[src/gsm_pkg.sv]
// Constants and types for the general-purpose pin and scan mux
package gsm_pkg;
  localparam int unsigned NUM_PINS      = 24;
  localparam int unsigned NUM_ANA       = 16;
  localparam int unsigned PTR_W         = 2;
  localparam int unsigned GAIN_W        = 8;
  localparam int unsigned MODE_LSB      = 0;
  localparam int unsigned MODE_W        = 3;
  localparam int unsigned PIN_TRST      = 3;
  localparam int unsigned PIN_TDO       = 4;
  localparam int unsigned PIN_TDI       = 5;
  localparam int unsigned PIN_TMS       = 6;
  localparam int unsigned PIN_TCK       = 7;
  localparam int unsigned GAIN_PIN_LSB  = 8;
  localparam logic [2:0]  CODE_LVDS     = 3'h0;
  localparam logic [2:0]  CODE_CMOS     = 3'h3;
  localparam logic [23:0] DIR_RESET     = 24'h000000;
  localparam logic [23:0] MON_EN_RESET  = 24'h000000;
  localparam logic [23:0] GAIN_EN_RESET = 24'h000000;
  localparam logic [15:0] ANA_DIR_RESET = 16'h0000;
  localparam logic [1:0]  PTR_RESET     = 2'h0;

  typedef enum logic [1:0] {
    SRC_GAIN,
    SRC_CAL,
    SRC_STATE,
    SRC_RX
  } gsm_src_t;

  typedef enum logic [1:0] {
    SCAN_OFF,
    SCAN_LVDS,
    SCAN_CMOS
  } gsm_scan_t;
endpackage

[src/gsm_pin_mux.sv]
// Digital pin function mux with scan port takeover and analog ports
`timescale 1ns/1ns
`default_nettype none
module gsm_pin_mux (
  input  wire logic        ref_clk_i,
  input  wire logic        reset_i,
  // Configuration from the device's control registers
  input  wire logic [23:0] cfg_dir_i,
  input  wire logic [23:0] cfg_mon_en_i,
  input  wire logic [23:0] cfg_gain_en_i,
  input  wire logic [1:0]  cfg_mon_ptr_i,
  input  wire logic [23:0] cfg_out_val_i,
  input  wire logic [15:0] cfg_ana_dir_i,
  input  wire logic [15:0] cfg_ana_out_i,
  // Internal monitor sources
  input  wire logic [23:0] mon_gain_i,
  input  wire logic [23:0] mon_cal_i,
  input  wire logic [23:0] mon_state_i,
  input  wire logic [23:0] mon_rx_i,
  // Digital pins
  input  wire logic [23:0] gpio_in_i,
  output logic      [23:0] gpio_out_o,
  output logic      [23:0] gpio_oe_o,
  input  wire logic        test_en_i,
  // Analog control ports
  input  wire logic [15:0] analog_control_ports_in_i,
  output logic      [15:0] analog_control_ports_out_o,
  output logic      [15:0] analog_control_ports_oe_o,
  output logic      [15:0] analog_control_ports_rd_o,
  // Internal side
  output logic      [23:0] gpio_rd_o,
  output logic      [7:0]  rx_gain_o,
  output logic             rx_gain_upd_o,
  output logic      [1:0]  scan_mode_o,
  output logic             scan_active_o,
  output logic             tap_trst_o,
  output logic             tap_tdi_o,
  output logic             tap_tms_o,
  output logic             tap_tck_o,
  input  wire logic        tap_tdo_i,
  input  wire logic        tap_tdo_en_i
);

  ////////////////////////////////////////////////////////////////////
  // Pin input synchronisers

  logic [23:0] pin_s;
  logic        test_en_s;
  logic [15:0] ana_s;

  gsm_sync #(.W(41)) u_sync (
    .ref_clk_i (ref_clk_i),
    .reset_i   (reset_i),
    .async_i   ({test_en_i, analog_control_ports_in_i, gpio_in_i}),
    .sync_o    ({test_en_s, ana_s, pin_s})
  );

  ////////////////////////////////////////////////////////////////////
  // Scan mode decode

  function automatic gsm_pkg::gsm_scan_t scan_decode(input logic en, input logic [2:0] code);
    if (!en)
      scan_decode = gsm_pkg::SCAN_OFF;
    else if (code == gsm_pkg::CODE_LVDS)
      scan_decode = gsm_pkg::SCAN_LVDS;
    else if (code == gsm_pkg::CODE_CMOS)
      scan_decode = gsm_pkg::SCAN_CMOS;
    else
      scan_decode = gsm_pkg::SCAN_OFF;
  endfunction

  // Tester holds enable and code steady; decode follows the synced level
  gsm_pkg::gsm_scan_t scan_nxt;
  gsm_pkg::gsm_scan_t scan_r;
  wire  [2:0] mode_code = pin_s[gsm_pkg::MODE_LSB +: gsm_pkg::MODE_W];

  assign scan_nxt = scan_decode(test_en_s, mode_code);

  always_ff @(posedge ref_clk_i) begin
    if (reset_i)
      scan_r <= gsm_pkg::SCAN_OFF;
    else
      scan_r <= scan_nxt;
  end

  wire scan_on = (scan_r != gsm_pkg::SCAN_OFF);

  ////////////////////////////////////////////////////////////////////
  // Monitor source select

  logic [23:0] mon_sel;

  always_comb begin
    unique case (gsm_pkg::gsm_src_t'(cfg_mon_ptr_i))
      gsm_pkg::SRC_GAIN:  mon_sel = mon_gain_i;
      gsm_pkg::SRC_CAL:   mon_sel = mon_cal_i;
      gsm_pkg::SRC_STATE: mon_sel = mon_state_i;
      gsm_pkg::SRC_RX:    mon_sel = mon_rx_i;
    endcase
  end

  ////////////////////////////////////////////////////////////////////
  // Per-pin normal function

  logic [23:0] norm_out;
  logic [23:0] norm_oe;

  genvar gi;
  generate
    for (gi = 0; gi < gsm_pkg::NUM_PINS; gi++) begin : g_pin
      assign norm_oe[gi]  = cfg_dir_i[gi];
      assign norm_out[gi] = cfg_mon_en_i[gi] ? mon_sel[gi] : cfg_out_val_i[gi];
    end
  endgenerate

  ////////////////////////////////////////////////////////////////////
  // Scan takeover of pins 3..7; only the data output is driven

  logic [23:0] scan_mask;
  logic [23:0] pin_out_nxt;
  logic [23:0] pin_oe_nxt;
  logic [23:0] pin_out_r;
  logic [23:0] pin_oe_r;

  always_comb begin
    scan_mask = '0;
    scan_mask[gsm_pkg::PIN_TRST] = 1'b1;
    scan_mask[gsm_pkg::PIN_TDO]  = 1'b1;
    scan_mask[gsm_pkg::PIN_TDI]  = 1'b1;
    scan_mask[gsm_pkg::PIN_TMS]  = 1'b1;
    scan_mask[gsm_pkg::PIN_TCK]  = 1'b1;
    pin_out_nxt = norm_out;
    pin_oe_nxt  = norm_oe;
    if (scan_on) begin
      pin_oe_nxt  = norm_oe & ~scan_mask;
      pin_out_nxt = norm_out & ~scan_mask;
      pin_out_nxt[gsm_pkg::PIN_TDO] = tap_tdo_i;
      pin_oe_nxt[gsm_pkg::PIN_TDO]  = tap_tdo_en_i;
    end
  end

  always_ff @(posedge ref_clk_i) begin
    if (reset_i) begin
      pin_out_r <= '0;
      pin_oe_r  <= gsm_pkg::DIR_RESET;
    end else begin
      pin_out_r <= pin_out_nxt;
      pin_oe_r  <= pin_oe_nxt;
    end
  end

  assign gpio_out_o = pin_out_r;
  assign gpio_oe_o  = pin_oe_r;
  assign gpio_rd_o  = pin_s;

  // Scan port inputs, idle while scan is off; registered so the gated clock cannot glitch
  logic [3:0] tap_pins;
  logic [3:0] tap_nxt;
  logic [3:0] tap_r;

  assign tap_pins = {pin_s[gsm_pkg::PIN_TRST], pin_s[gsm_pkg::PIN_TDI],
                     pin_s[gsm_pkg::PIN_TMS], pin_s[gsm_pkg::PIN_TCK]};
  assign tap_nxt  = scan_on ? tap_pins : 4'h0;

  always_ff @(posedge ref_clk_i) begin
    if (reset_i)
      tap_r <= '0;
    else
      tap_r <= tap_nxt;
  end

  assign tap_trst_o    = tap_r[3];
  assign tap_tdi_o     = tap_r[2];
  assign tap_tms_o     = tap_r[1];
  assign tap_tck_o     = tap_r[0];
  assign scan_active_o = scan_on;
  assign scan_mode_o   = scan_r;

  ////////////////////////////////////////////////////////////////////
  // Real-time gain from input pins 8..15

  logic [7:0] gain_nxt;
  logic [7:0] gain_r;
  logic       gain_upd_r;
  wire  [7:0] gain_en = cfg_gain_en_i[gsm_pkg::GAIN_PIN_LSB +: gsm_pkg::GAIN_W];
  wire  [7:0] gain_in = pin_s[gsm_pkg::GAIN_PIN_LSB +: gsm_pkg::GAIN_W];
  wire  [7:0] gain_dir = cfg_dir_i[gsm_pkg::GAIN_PIN_LSB +: gsm_pkg::GAIN_W];

  // Bits not enabled as gain inputs keep their last value
  assign gain_nxt = (gain_in & gain_en & ~gain_dir) | (gain_r & ~(gain_en & ~gain_dir));

  always_ff @(posedge ref_clk_i) begin
    if (reset_i) begin
      gain_r     <= '0;
      gain_upd_r <= 1'b0;
    end else begin
      gain_r     <= gain_nxt;
      gain_upd_r <= (gain_nxt != gain_r);
    end
  end

  assign rx_gain_o     = gain_r;
  assign rx_gain_upd_o = gain_upd_r;

  ////////////////////////////////////////////////////////////////////
  // Analog control ports

  logic [15:0] ana_out_r;
  logic [15:0] ana_oe_r;

  always_ff @(posedge ref_clk_i) begin
    if (reset_i) begin
      ana_out_r <= '0;
      ana_oe_r  <= gsm_pkg::ANA_DIR_RESET;
    end else begin
      ana_out_r <= cfg_ana_out_i & cfg_ana_dir_i;
      ana_oe_r  <= cfg_ana_dir_i;
    end
  end

  assign analog_control_ports_out_o = ana_out_r;
  assign analog_control_ports_oe_o  = ana_oe_r;
  assign analog_control_ports_rd_o  = ana_s;

endmodule // gsm_pin_mux
`default_nettype wire

[src/gsm_sync.sv]
// Two-flop synchroniser for a bus of pin inputs
`timescale 1ns/1ns
`default_nettype none
module gsm_sync #(
  parameter int unsigned W = 1
) (
  input  wire logic         ref_clk_i,
  input  wire logic         reset_i,
  input  wire logic [W-1:0] async_i,
  output logic      [W-1:0] sync_o
);
  logic [W-1:0] meta_r;
  logic [W-1:0] sync_r;

  // First stage feeds only the second stage
  always_ff @(posedge ref_clk_i) begin
    if (reset_i) begin
      meta_r <= '0;
      sync_r <= '0;
    end else begin
      meta_r <= async_i;
      sync_r <= meta_r;
    end
  end

  assign sync_o = sync_r;
endmodule // gsm_sync
`default_nettype wire

[config.mk]
export PLATFORM = sky130hd
export DESIGN_NAME = gsm_pin_mux
export DESIGN_NICKNAME = d
export VERILOG_FILES = /design/src/gsm_pkg.sv /design/src/gsm_pin_mux.sv /design/src/gsm_sync.sv
export SDC_FILE = /design/constraint.sdc
export NUM_CORES = 1
export LEC_CHECK = 0
export BUFFER_PORTS_ARGS = -buffer_cell sky130_fd_sc_hd__clkbuf_2
export CAP_MARGIN = 20
export CORE_AREA = 5 5 155 157
export CTS_CLUSTER_DIAMETER = 80
export DETAILED_ROUTE_END_ITERATION = 8
export DIE_AREA = 0 0 160 162
export GPL_TIMING_DRIVEN = 0
export PLACE_DENSITY_LB_ADDON = 0.12
export SETUP_SLACK_MARGIN = 0.02
export SLEW_MARGIN = 20
export SYNTH_ARGS = -nofsm -noshare
export SYNTH_HDL_FRONTEND = slang
export SYNTH_SLANG_ARGS = --single-unit
[constraint.sdc]
create_clock -name ref_clk_i -period 2.1 [get_ports ref_clk_i]
set_input_delay 0.525 -clock ref_clk_i [delete_from_list [all_inputs] [get_ports ref_clk_i]]
set_output_delay 0.525 -clock ref_clk_i [all_outputs]
set_load 0.005 [all_outputs]
== Yosys cells after proc, flatten, opt, wreduce, memory -nomap -nowiden ==
Cells that the tools add are included.
Storage, ports and cells
  flip-flop bits (word level): 177
  output and inout port bits: 136
Cells by class
  eq/ne operators: 5
  muxes and demuxes: 29
  bitwise gates (word level): 10
  reductions and logical operators: 7
Operators by type and width (count)
  $pmux 24 s4: 1
  $and 8x8->8: 4
  $mux 1: 25
  $and 16x16->16: 1
  $not 8->8: 2
  $mux 5: 2
  $ne 8x8->1: 1
  $or 8x8->8: 1
  $reduce_or 2->1: 3
  $eq 2x2->1 const B: 2
  $eq 3x2->1 const B: 1
  $logic_not 3->1: 1
  $reduce_or 3->1: 1
  $eq 2x1->1 const B: 1
  $logic_not 2->1: 1
  $mux 2: 1
  $not 1->1: 2
  $reduce_bool 2->1: 1

== Logic depth before layout (Yosys ltp) ==
Gate-level depths: netlist (run 1).
  depth in word-level cells: 6
  mapped depth: 5
  gate-level depth less buffers: 3

== Hierarchy ==
A second synthesis (run 1) with hierarchy kept.
Second synthesis, totals
  cells, all modules: 463
  area, all modules: 6033.3 µm²
By module, submodules not included
  gsm_pin_mux: times used 1, cells each 290, area an instance 3577.2 µm², sequential area each 1901.8 µm²
  gsm_sync: times used 1, cells each 173, area an instance 2456.1 µm², sequential area each 1641.6 µm²

== Least setup slack after synthesis (run 1) ==
OpenSTA, ideal clock, no wires.
  path type: input to register
  start point: input cfg_mon_ptr_i[0]
  end point: register pin_out_r[18] (netlist: gpio_out_o[18])
  library setup time: 128 ps
  arrival: 1437 ps
  path slack: 535 ps
  stages: 5
  cell sequence: buf_6 > buf_12 > mux4_2 > mux2i_1 > nor2_1
On the way
  cells in the longest elaborated chain, start to end: 3
  elaborated cells between the ends (all ways): 6
  those cells by class: eq/ne (3); mux (2); reduce/logical (1)
Ends and longest elaborated chain
  start, declared: line gsm_pin_mux.sv:11  | input wire logic [1:0] cfg_mon_ptr_i,
  $eq 2x2->1 (tied with other cells): line gsm_pin_mux.sv:94  | unique case (gsm_pkg::gsm_src_t'(cfg_mon_ptr_i))
  $pmux 24 s4 (*): line gsm_pin_mux.sv:94
  $mux 1 (*): line gsm_pin_mux.sv:112  | assign norm_out[gi] = cfg_mon_en_i[gi] ? mon_sel[gi] : cfg_out_val_i[gi];
  end signal, assigned: line gsm_pin_mux.sv:147  | pin_out_r <= pin_out_nxt;
  end, declared: line gsm_pin_mux.sv:122  | logic [23:0] pin_out_r;
Every way passes the cells marked *; elsewhere a longest branch is shown, timed or not.
A chain may end at the register's enable or synchronous reset.

== Final worst setup path (run 1) ==
  start point: register scan_r[1] (netlist: scan_mode_o[1])
  end point: output scan_active_o
On the way
  cells in the longest elaborated chain, start to end: 1
Ends and longest elaborated chain
  start, declared: line gsm_pin_mux.sv:74  | gsm_pkg::gsm_scan_t scan_r;
  start signal, assigned: line gsm_pin_mux.sv:81  | scan_r <= gsm_pkg::SCAN_OFF;
  start signal, assigned: line gsm_pin_mux.sv:83  | scan_r <= scan_nxt;
  $reduce_bool 2->1: line gsm_pin_mux.sv:86  | wire scan_on = (scan_r != gsm_pkg::SCAN_OFF);
  end, declared: line gsm_pin_mux.sv:35  | output logic scan_active_o,
No other way between the ends.

==> results.tsv, run 1 <==
metric	value	unit
placed insts	1135	
fin cells	1169	
Setup Buffers After CTS	0	
critical hold path startpoint	cfg_ana_out_i[2]	
worst path arrival time	1300	ps
Total GRT Usage	14.33	%
Worst Reg-to-Reg Cells	3	
first-pass GRT wire length	28390	um
fin. max-slew vios	0	
Setup crit end kind	primary output	
Reg clk slew, reported paths	80	ps
min cycle time layout	1822	ps
yosys warns	0	
r2r setup slk	910	ps
# port buffers	387	
total CTS buffers	17	
Clock Latency Late Sink	420	ps
Mapped Cells	463	
syn nets	734	
P_leak	4.291	nW
Cell Pwr Density	867.6	mW/mm2
Final period util	86.75	%
average routed wire per standard cell	16.16	um
First-pass DRT Iterations	4	
worst hold endpoint	analog_control_ports_out_o[2]$_SDFF_PP0_	
root buffer cell	clkbuf_16	
HP Class	input port to flop	
Slew headroom	56.33	%
Initial Util	25.78	%
RSZ-0062 raised after global routing	no	
Crit Path Category	flop to primary output	
Residual DRC	0	
# clock sinks	177	
Worst EP required	1570	ps
Syn Area/Cell	12.45	um2
Longest Clk Path Bufs	2	
DIE HEIGHT	162	um
H-tree levels	4	
DR vias	4642	
r2r startpoint	scan_mode_o[1]$_SDFF_PP0_	
largest net degree at the start of global routing	19	
final hold vios	0	
initial antenna violation count	2	
DR vias/cell	3.971	
Setup violations, final	0	
worst r2r dst	tap_r[1]$_SDFF_PP0_	
Placeable Area	0.02237	mm2
Chip Width	160	um
worst-margin pin slew	655.0	ps
CTS tree	yes	
status	complete, no violations	
hold path cells	2	
Die ar.	0.02592	mm2
Setup Skew	13.04	ps
GRT overflow	0	
# resized after CTS	0	
flops & latches, synth	177	
Max Cap Viol	0	
area of the multi-input gates	0.002090	mm2
GPL Wtd Cong	0.8282	
Detail Route Antenna Nets	0	
fmax	548.9	MHz
Post-layout nets	1140	
Sequential Area	0.003543	mm2
Core Util, Final	38.76	%
Post-Syn Area	0.005766	mm2
layout cells sized above 1	50.34	%
Yosys cell types	22	
final wirelength	18890	um
std cell rows	55	
num ports	407	
worst-path fanout max	6	
hold buffers post-CTS	0	
vias in the first global route	4988	
TNS Setup	0	ps
post-synthesis sequential area ratio	61.46	%
Filler Cells Inserted	2302	
hpwl dp	15890	um
Max VDD drop	0.4670	mV
CP startpoint kind	flop	
area delta synth->final	50.37	%
DRT iter0 DRCs	141	
-- layout make-up --
cell class                 count  area share, %
multi-input combinational    262          24.10
buffer                        22          1.443
clock inverter                14          1.919
clock buffer                  18          5.066
inverter                       2        0.08659
sequential                   177          40.87
tap                          285          4.113
timing repair buffer         387          22.34
antenna                        2        0.05773
-- routing by layer --
metal	wire length (um)	GRT usage [%]
met1	7067	15.48
met2	9854	25.49
met3	1625	5.938
met4	340	4.771
met5	0	0
-- flip-flops by register name (all words and copies together), names as in the netlist --
register and count:
gpio_oe_o 24, analog_control_ports_oe_o 16, rx_gain_o 8, rx_gain_upd_o 1, gpio_out_o 24, analog_control_ports_out_o 16, scan_mode_o 2, u_sync.meta_r 41
u_sync.sync_o 41, tap_r 4
-- layout by cell type, fill, tap and decap left out, types with 3 or more instances in the layout --
cell       instances
clkbuf_2         387
dfxtp_1          177
nor2b_1          117
nor2_1            33
mux2i_1           32
and2_1            24
mux4_2            20
clkbuf_16         17
clkbuf_1          15
nand2b_1           8
xnor2_1            8
mux4_1             4
nand2_1            4
o22ai_1            4
inv_8              3
clkinv_8           3
inv_6              3
-- synthesized netlist by cell type --
cell / instances / area [um2]
nor4_1: 1 / 6.260
inv_1: 2 / 7.510
o22ai_1: 4 / 25.02
nor3_1: 2 / 10.01
a21oi_1: 2 / 10.01
nand2_1: 4 / 15.01
nor2_1: 33 / 123.9
nand2b_1: 8 / 50.05
nor2b_1: 117 / 732.0
buf_12: 2 / 40.04
mux4_1: 4 / 105.1
o21ai_0: 2 / 10.01
mux4_2: 20 / 450.4
mux2i_1: 32 / 320.3
o41a_1: 1 / 11.26
buf_2: 2 / 10.01
dfxtp_1: 177 / 3543
buf_1: 2 / 7.510
buf_6: 1 / 11.26
and2_1: 24 / 150.1
xnor2_1: 8 / 70.07
clkbuf_1: 15 / 56.30
-- how the worst max path moves through the flow --
stage                               from                        end  slack [ps]
2_1_floorplan           cfg_mon_ptr_i[0]  gpio_out_o[18]$_SDFF_PP0_         540
3_3_place_gp            cfg_mon_ptr_i[1]  gpio_out_o[18]$_SDFF_PP0_         250
4_1_cts        scan_mode_o[1]$_SDFF_PP0_              scan_active_o         240
6_report       scan_mode_o[1]$_SDFF_PP0_              scan_active_o         280
3_5_place_dp                     reset_i  gpio_out_o[22]$_SDFF_PP0_         270
5_1_grt        scan_mode_o[1]$_SDFF_PP0_              scan_active_o         150
-- report_power, final --
part / leakage, nW / switching (mW) / total [mW] / internal (mW)
Sequential: 1.46 / 0.0460 / 3.57 / 3.52
Clock: 0.299 / 1.47 / 3.21 / 1.73
Combinational: 2.53 / 0.302 / 0.745 / 0.443
-- stage by stage --
stage	instance area, um2	worst slack [ps]	total power [mW]	hold slack [ps]
finish	8670	278.2	7.522	296.9
global route	8670	148.5	7.897	272.1
CTS	8665	241.5	7.669	273.3
detailed placement	8059	270.5	4.413	420.4
global placement	8059	248.4	4.413	416.8
floorplan	5766	535.2	3.966	413.8
-- kinds of logic after synthesis --
| family | count (synthesis) | share of synthesized area [%] |
|---|---|---|
| AO/OA/AOI/OAI | 9 | 0.9765 |
| AND/OR/NAND/NOR | 189 | 18.86 |
| flip-flops | 177 | 61.46 |
| multiplexers | 56 | 15.19 |
| buffers and inverters | 24 | 2.300 |
| XOR/XNOR | 8 | 1.215 |
-- worst max-delay path, cell delays in order (launching register included) --
cell      delay (ps)
dfxtp_1          350
nor2_1           310
inv_1             80
clkbuf_2         130
No activity file was read; power rests on OpenSTA's default activity.
==> run 2, diff against run 1 <==
--- a/config.mk
+++ b/config.mk
@@ -12,6 +12,7 @@
 export DETAILED_ROUTE_END_ITERATION = 8
 export DIE_AREA = 0 0 160 162
 export GPL_TIMING_DRIVEN = 0
+export MAX_ROUTING_LAYER = met4
 export PLACE_DENSITY_LB_ADDON = 0.12
 export SETUP_SLACK_MARGIN = 0.02
 export SLEW_MARGIN = 20
==> results.tsv, run 2 (synthesized netlist as in run 1, its figures left out) <==
metric	value	unit
status	complete, no violations	
Initial Util	25.78	%
Reg clk slew, reported paths	80	ps
initial antenna violation count	2	
Worst path slowest cell	dfxtp_1	
first-pass GRT wire length	28370	um
area delta synth->final	50.37	%
Crit Path Category	flop to primary output	
P_leak	4.291	nW
CTS tree	yes	
RSZ-0062 raised after global routing	no	
hpwl dp	15890	um
# resized after CTS	0	
Cell Pwr Density	867.1	mW/mm2
largest net degree at the start of global routing	19	
most frequent cells in the layout	clkbuf_2, dfxtp_1, nor2b_1	
Post-layout nets	1140	
Setup Buffers After CTS	0	
DIE HEIGHT	162	um
worst-margin pin slew	654.3	ps
First-pass DRT Iterations	4	
total CTS buffers	17	
average routed wire per standard cell	16.15	um
max incr delay on CP	350	ps
HP Class	input port to flop	
layout cells sized above 1	50.34	%
area of the multi-input gates	0.002090	mm2
std cell rows	55	
num ports	407	
# clock sinks	177	
hold buffers post-CTS	0	
fmax	547.9	MHz
Residual DRC	0	
Buffers & Inverters on Critical Path	2	
Clock Latency Late Sink	420	ps
Setup crit end kind	primary output	
# port buffers	387	
GPL Wtd Cong	0.8412	
min cycle time layout	1825	ps
DRT iter0 DRCs	146	
Max VDD drop	0.4630	mV
Worst EP required	1570	ps
Detail Route Antenna Nets	0	
CP Cell Sequence	nor2_1 -> inv_1 -> clkbuf_2	
worst path arrival time	1300	ps
DR vias	4648	
Die ar.	0.02592	mm2
Setup violations, final	0	
Final period util	86.91	%
CP startpoint kind	flop	
Chip Width	160	um
GRT overflow	0	
Max Cap Viol	0	
worst-path fanout max	6	
Filler Cells Inserted	2302	
Placeable Area	0.02237	mm2
fin. max-slew vios	0	
Total GRT Usage	14.78	%
Longest Clk Path Bufs	2	
root buffer cell	clkbuf_16	
final wirelength	18880	um
vias in the first global route	5001	
final hold vios	0	
DR vias/cell	3.976	
Core Util, Final	38.76	%
Setup Skew	12.92	ps
TNS Setup	0	ps
commonest non-fill, non-tap cell in the layout	clkbuf_2	
Slew headroom	56.38	%
Crit path max-delay family	flip-flops	
H-tree levels	4	
Sequential Area	0.003543	mm2
run 2: path summary, 6_finish.rpt:
kind,depth (start not counted),startpoint,slack [ps],end
max,3,scan_mode_o[1]$_SDFF_PP0_,270,scan_active_o
min,2,cfg_ana_out_i[2],300,analog_control_ports_out_o[2]$_SDFF_PP0_
max reg2reg,3,scan_mode_o[1]$_SDFF_PP0_,900,tap_r[1]$_SDFF_PP0_
min reg2reg,1,u_sync.meta_r[13]$_SDFF_PP0_,430,u_sync.sync_o[13]$_SDFF_PP0_
run 2: cell type report:
type	instances	share of cell area [%]
buffer	22	1.443
multi-input combinational	262	24.10
sequential	177	40.87
inverter	2	0.08659
tap	285	4.113
timing repair buffer	387	22.34
clock buffer	18	5.066
antenna	2	0.05773
clock inverter	14	1.919
run 2: power by group:
group	internal [mW]	total (mW)	switching, mW
clock network	1.73	3.20	1.47
registers	3.52	3.57	0.0458
logic	0.443	0.745	0.302
total	5.70	7.52	1.82
run 2: layer usage:
metal | vias up | wire length [um] | GRT usage [%]
met5 | - | 0 | -
met2 | 225 | 9816 | 25.41
met1 | 2071 | 7286 | 16.26
li1 | 2333 | - | -
met3 | 19 | 1409 | 4.923
met4 | 0 | 364 | 4.771
run 2: metrics by stage:
stage / cell area (um2) / instances / power (mW) / setup slack, ps / hold slack (ps)
finish: 8670 / 1169 / 7.517 / 274.9 / 296.0
global route: 8670 / 1169 / 7.904 / 145.4 / 270.6
global placement: 8059 / 1135 / 4.413 / 248.4 / 416.8
floorplan: 5766 / 463 / 3.966 / 535.2 / 413.8
detailed placement: 8059 / 1135 / 4.413 / 270.5 / 420.4
CTS: 8665 / 1167 / 7.669 / 241.5 / 273.3
==> run 3, diff against run 2 <==
--- a/config.mk
+++ b/config.mk
@@ -13,7 +13,7 @@
 export DIE_AREA = 0 0 160 162
 export GPL_TIMING_DRIVEN = 0
 export MAX_ROUTING_LAYER = met4
-export PLACE_DENSITY_LB_ADDON = 0.12
+export PLACE_DENSITY = 0.57
 export SETUP_SLACK_MARGIN = 0.02
 export SLEW_MARGIN = 20
 export SYNTH_ARGS = -nofsm -noshare
==> results.tsv, run 3 (synthesized netlist as in run 1, its figures left out) <==
metric	value	unit
Cell Pwr Density	885.5	mW/mm2
initial antenna violation count	1	
Clock Latency Late Sink	420	ps
Setup violations, final	0	
root buffer cell	clkbuf_16	
hpwl dp	15290	um
# port buffers	387	
Setup crit end kind	primary output	
Slew headroom	57.02	%
P_leak	4.301	nW
worst r2r dst	tap_r[1]$_SDFF_PP0_	
TNS Setup	0	ps
vias in the first global route	5119	
std cell rows	55	
critical hold path startpoint	cfg_ana_out_i[4]	
Die ar.	0.02592	mm2
first-pass GRT wire length	27800	um
Longest Clk Path Bufs	2	
Crit Path Category	flop to primary output	
fin. max-slew vios	0	
GRT overflow	0	
Critical Path Start	scan_mode_o[1]$_SDFF_PP0_	
Setup Skew	10.74	ps
Worst EP required	1570	ps
Total GRT Usage	14.15	%
# resized after CTS	0	
CP endpoint	scan_active_o	
DRT iter0 DRCs	182	
final wirelength	18240	um
Detail Route Antenna Nets	0	
worst-path fanout max	6	
hold buffers post-CTS	0	
min cycle time layout	1795	ps
Residual DRC	0	
worst path arrival time	1270	ps
most frequent cells in the layout	clkbuf_2, dfxtp_1, nor2b_1	
r2r startpoint	scan_mode_o[1]$_SDFF_PP0_	
DR vias	4659	
Max Cap Viol	0	
total CTS buffers	17	
r2r setup slk	900	ps
worst-margin pin slew	644.7	ps
DR vias/cell	3.989	
Chip Width	160	um
GPL Wtd Cong	0.8989	
First-pass DRT Iterations	4	
HP Class	input port to flop	
Reg clk slew, reported paths	80	ps
Final period util	85.50	%
Placeable Area	0.02237	mm2
CP startpoint kind	flop	
layout cells sized above 1	50.34	%
H-tree levels	4	
commonest non-fill, non-tap cell in the layout	clkbuf_2	
largest net degree at the start of global routing	20	
# clock sinks	177	
num ports	407	
Hold Slack	299.4	ps
fmax	557.0	MHz
status	complete, no violations	
Setup Buffers After CTS	0	
Post-layout nets	1140	
RSZ-0062 raised after global routing	no	
average routed wire per standard cell	15.61	um
final hold vios	0	
DIE HEIGHT	162	um
Initial Util	25.78	%
Max VDD drop	0.5197	mV
Worst Reg-to-Reg Cells	3	
CTS tree	yes	
area delta synth->final	51.02	%
## run 3: worst min path at each step
stage	end	cells past startpoint
detailed placement	u_sync.sync_o[18]$_SDFF_PP0_	1
global route	analog_control_ports_out_o[5]$_SDFF_PP0_	2
CTS	analog_control_ports_out_o[4]$_SDFF_PP0_	2
global placement	u_sync.sync_o[24]$_SDFF_PP0_	1
finish	analog_control_ports_out_o[4]$_SDFF_PP0_	2
floorplan	u_sync.sync_o[0]$_SDFF_PP0_	1
## run 3: power by group
| part | total, mW | internal (mW) | switching (mW) |
|---|---|---|---|
| combinational | 0.746 | 0.443 | 0.302 |
| sequential | 3.57 | 3.52 | 0.0482 |
| clock | 3.39 | 1.85 | 1.54 |
## run 3: area by class of cell
cell class | count | area, um2
Antenna cell | 1 | 2.502
Fill cell | 2247 | 13660
Clock inverter | 15 | 220.2
Tap cell | 285 | 356.6
Buffer | 22 | 125.1
Sequential cell | 177 | 3543
Inverter | 2 | 7.507
Timing Repair Buffer | 387 | 1937
Multi-Input combinational cell | 262 | 2090
Clock buffer | 17 | 425.4
## run 3: critical path, cell delays in order (launching register included)
cell and delay (ps):
dfxtp_1 340, nor2_1 320, inv_1 70, clkbuf_2 120
## run 3: per-stage QoR
step / setup slack [ps] / utilization (%) / total power, mW / instances / cell area (um2)
CTS: 288.2 / 38.92 / 7.843 / 1167 / 8705
detailed placement: 156.2 / 36.03 / 4.415 / 1135 / 8059
finish: 304.6 / 38.93 / 7.710 / 1168 / 8707
global placement: 156.7 / 36.03 / 4.405 / 1135 / 8059
floorplan: 535.2 / - / 3.966 / 463 / 5766
global route: 178.2 / 38.93 / 8.082 / 1168 / 8707
## run 3: metal layers
| layer | share of wire [%] | wire [um] | vias up | GRT usage (%) |
|---|---|---|---|---|
| li1 | - | - | 2328 | - |
| met1 | 40 | 7285 | 2092 | 15.93 |
| met2 | 52 | 9478 | 227 | 24.61 |
| met3 | 6.8 | 1243 | 12 | 4.085 |
| met4 | 1.2 | 227 | 0 | 4.028 |
| met5 | 0 | 0 | - | - |
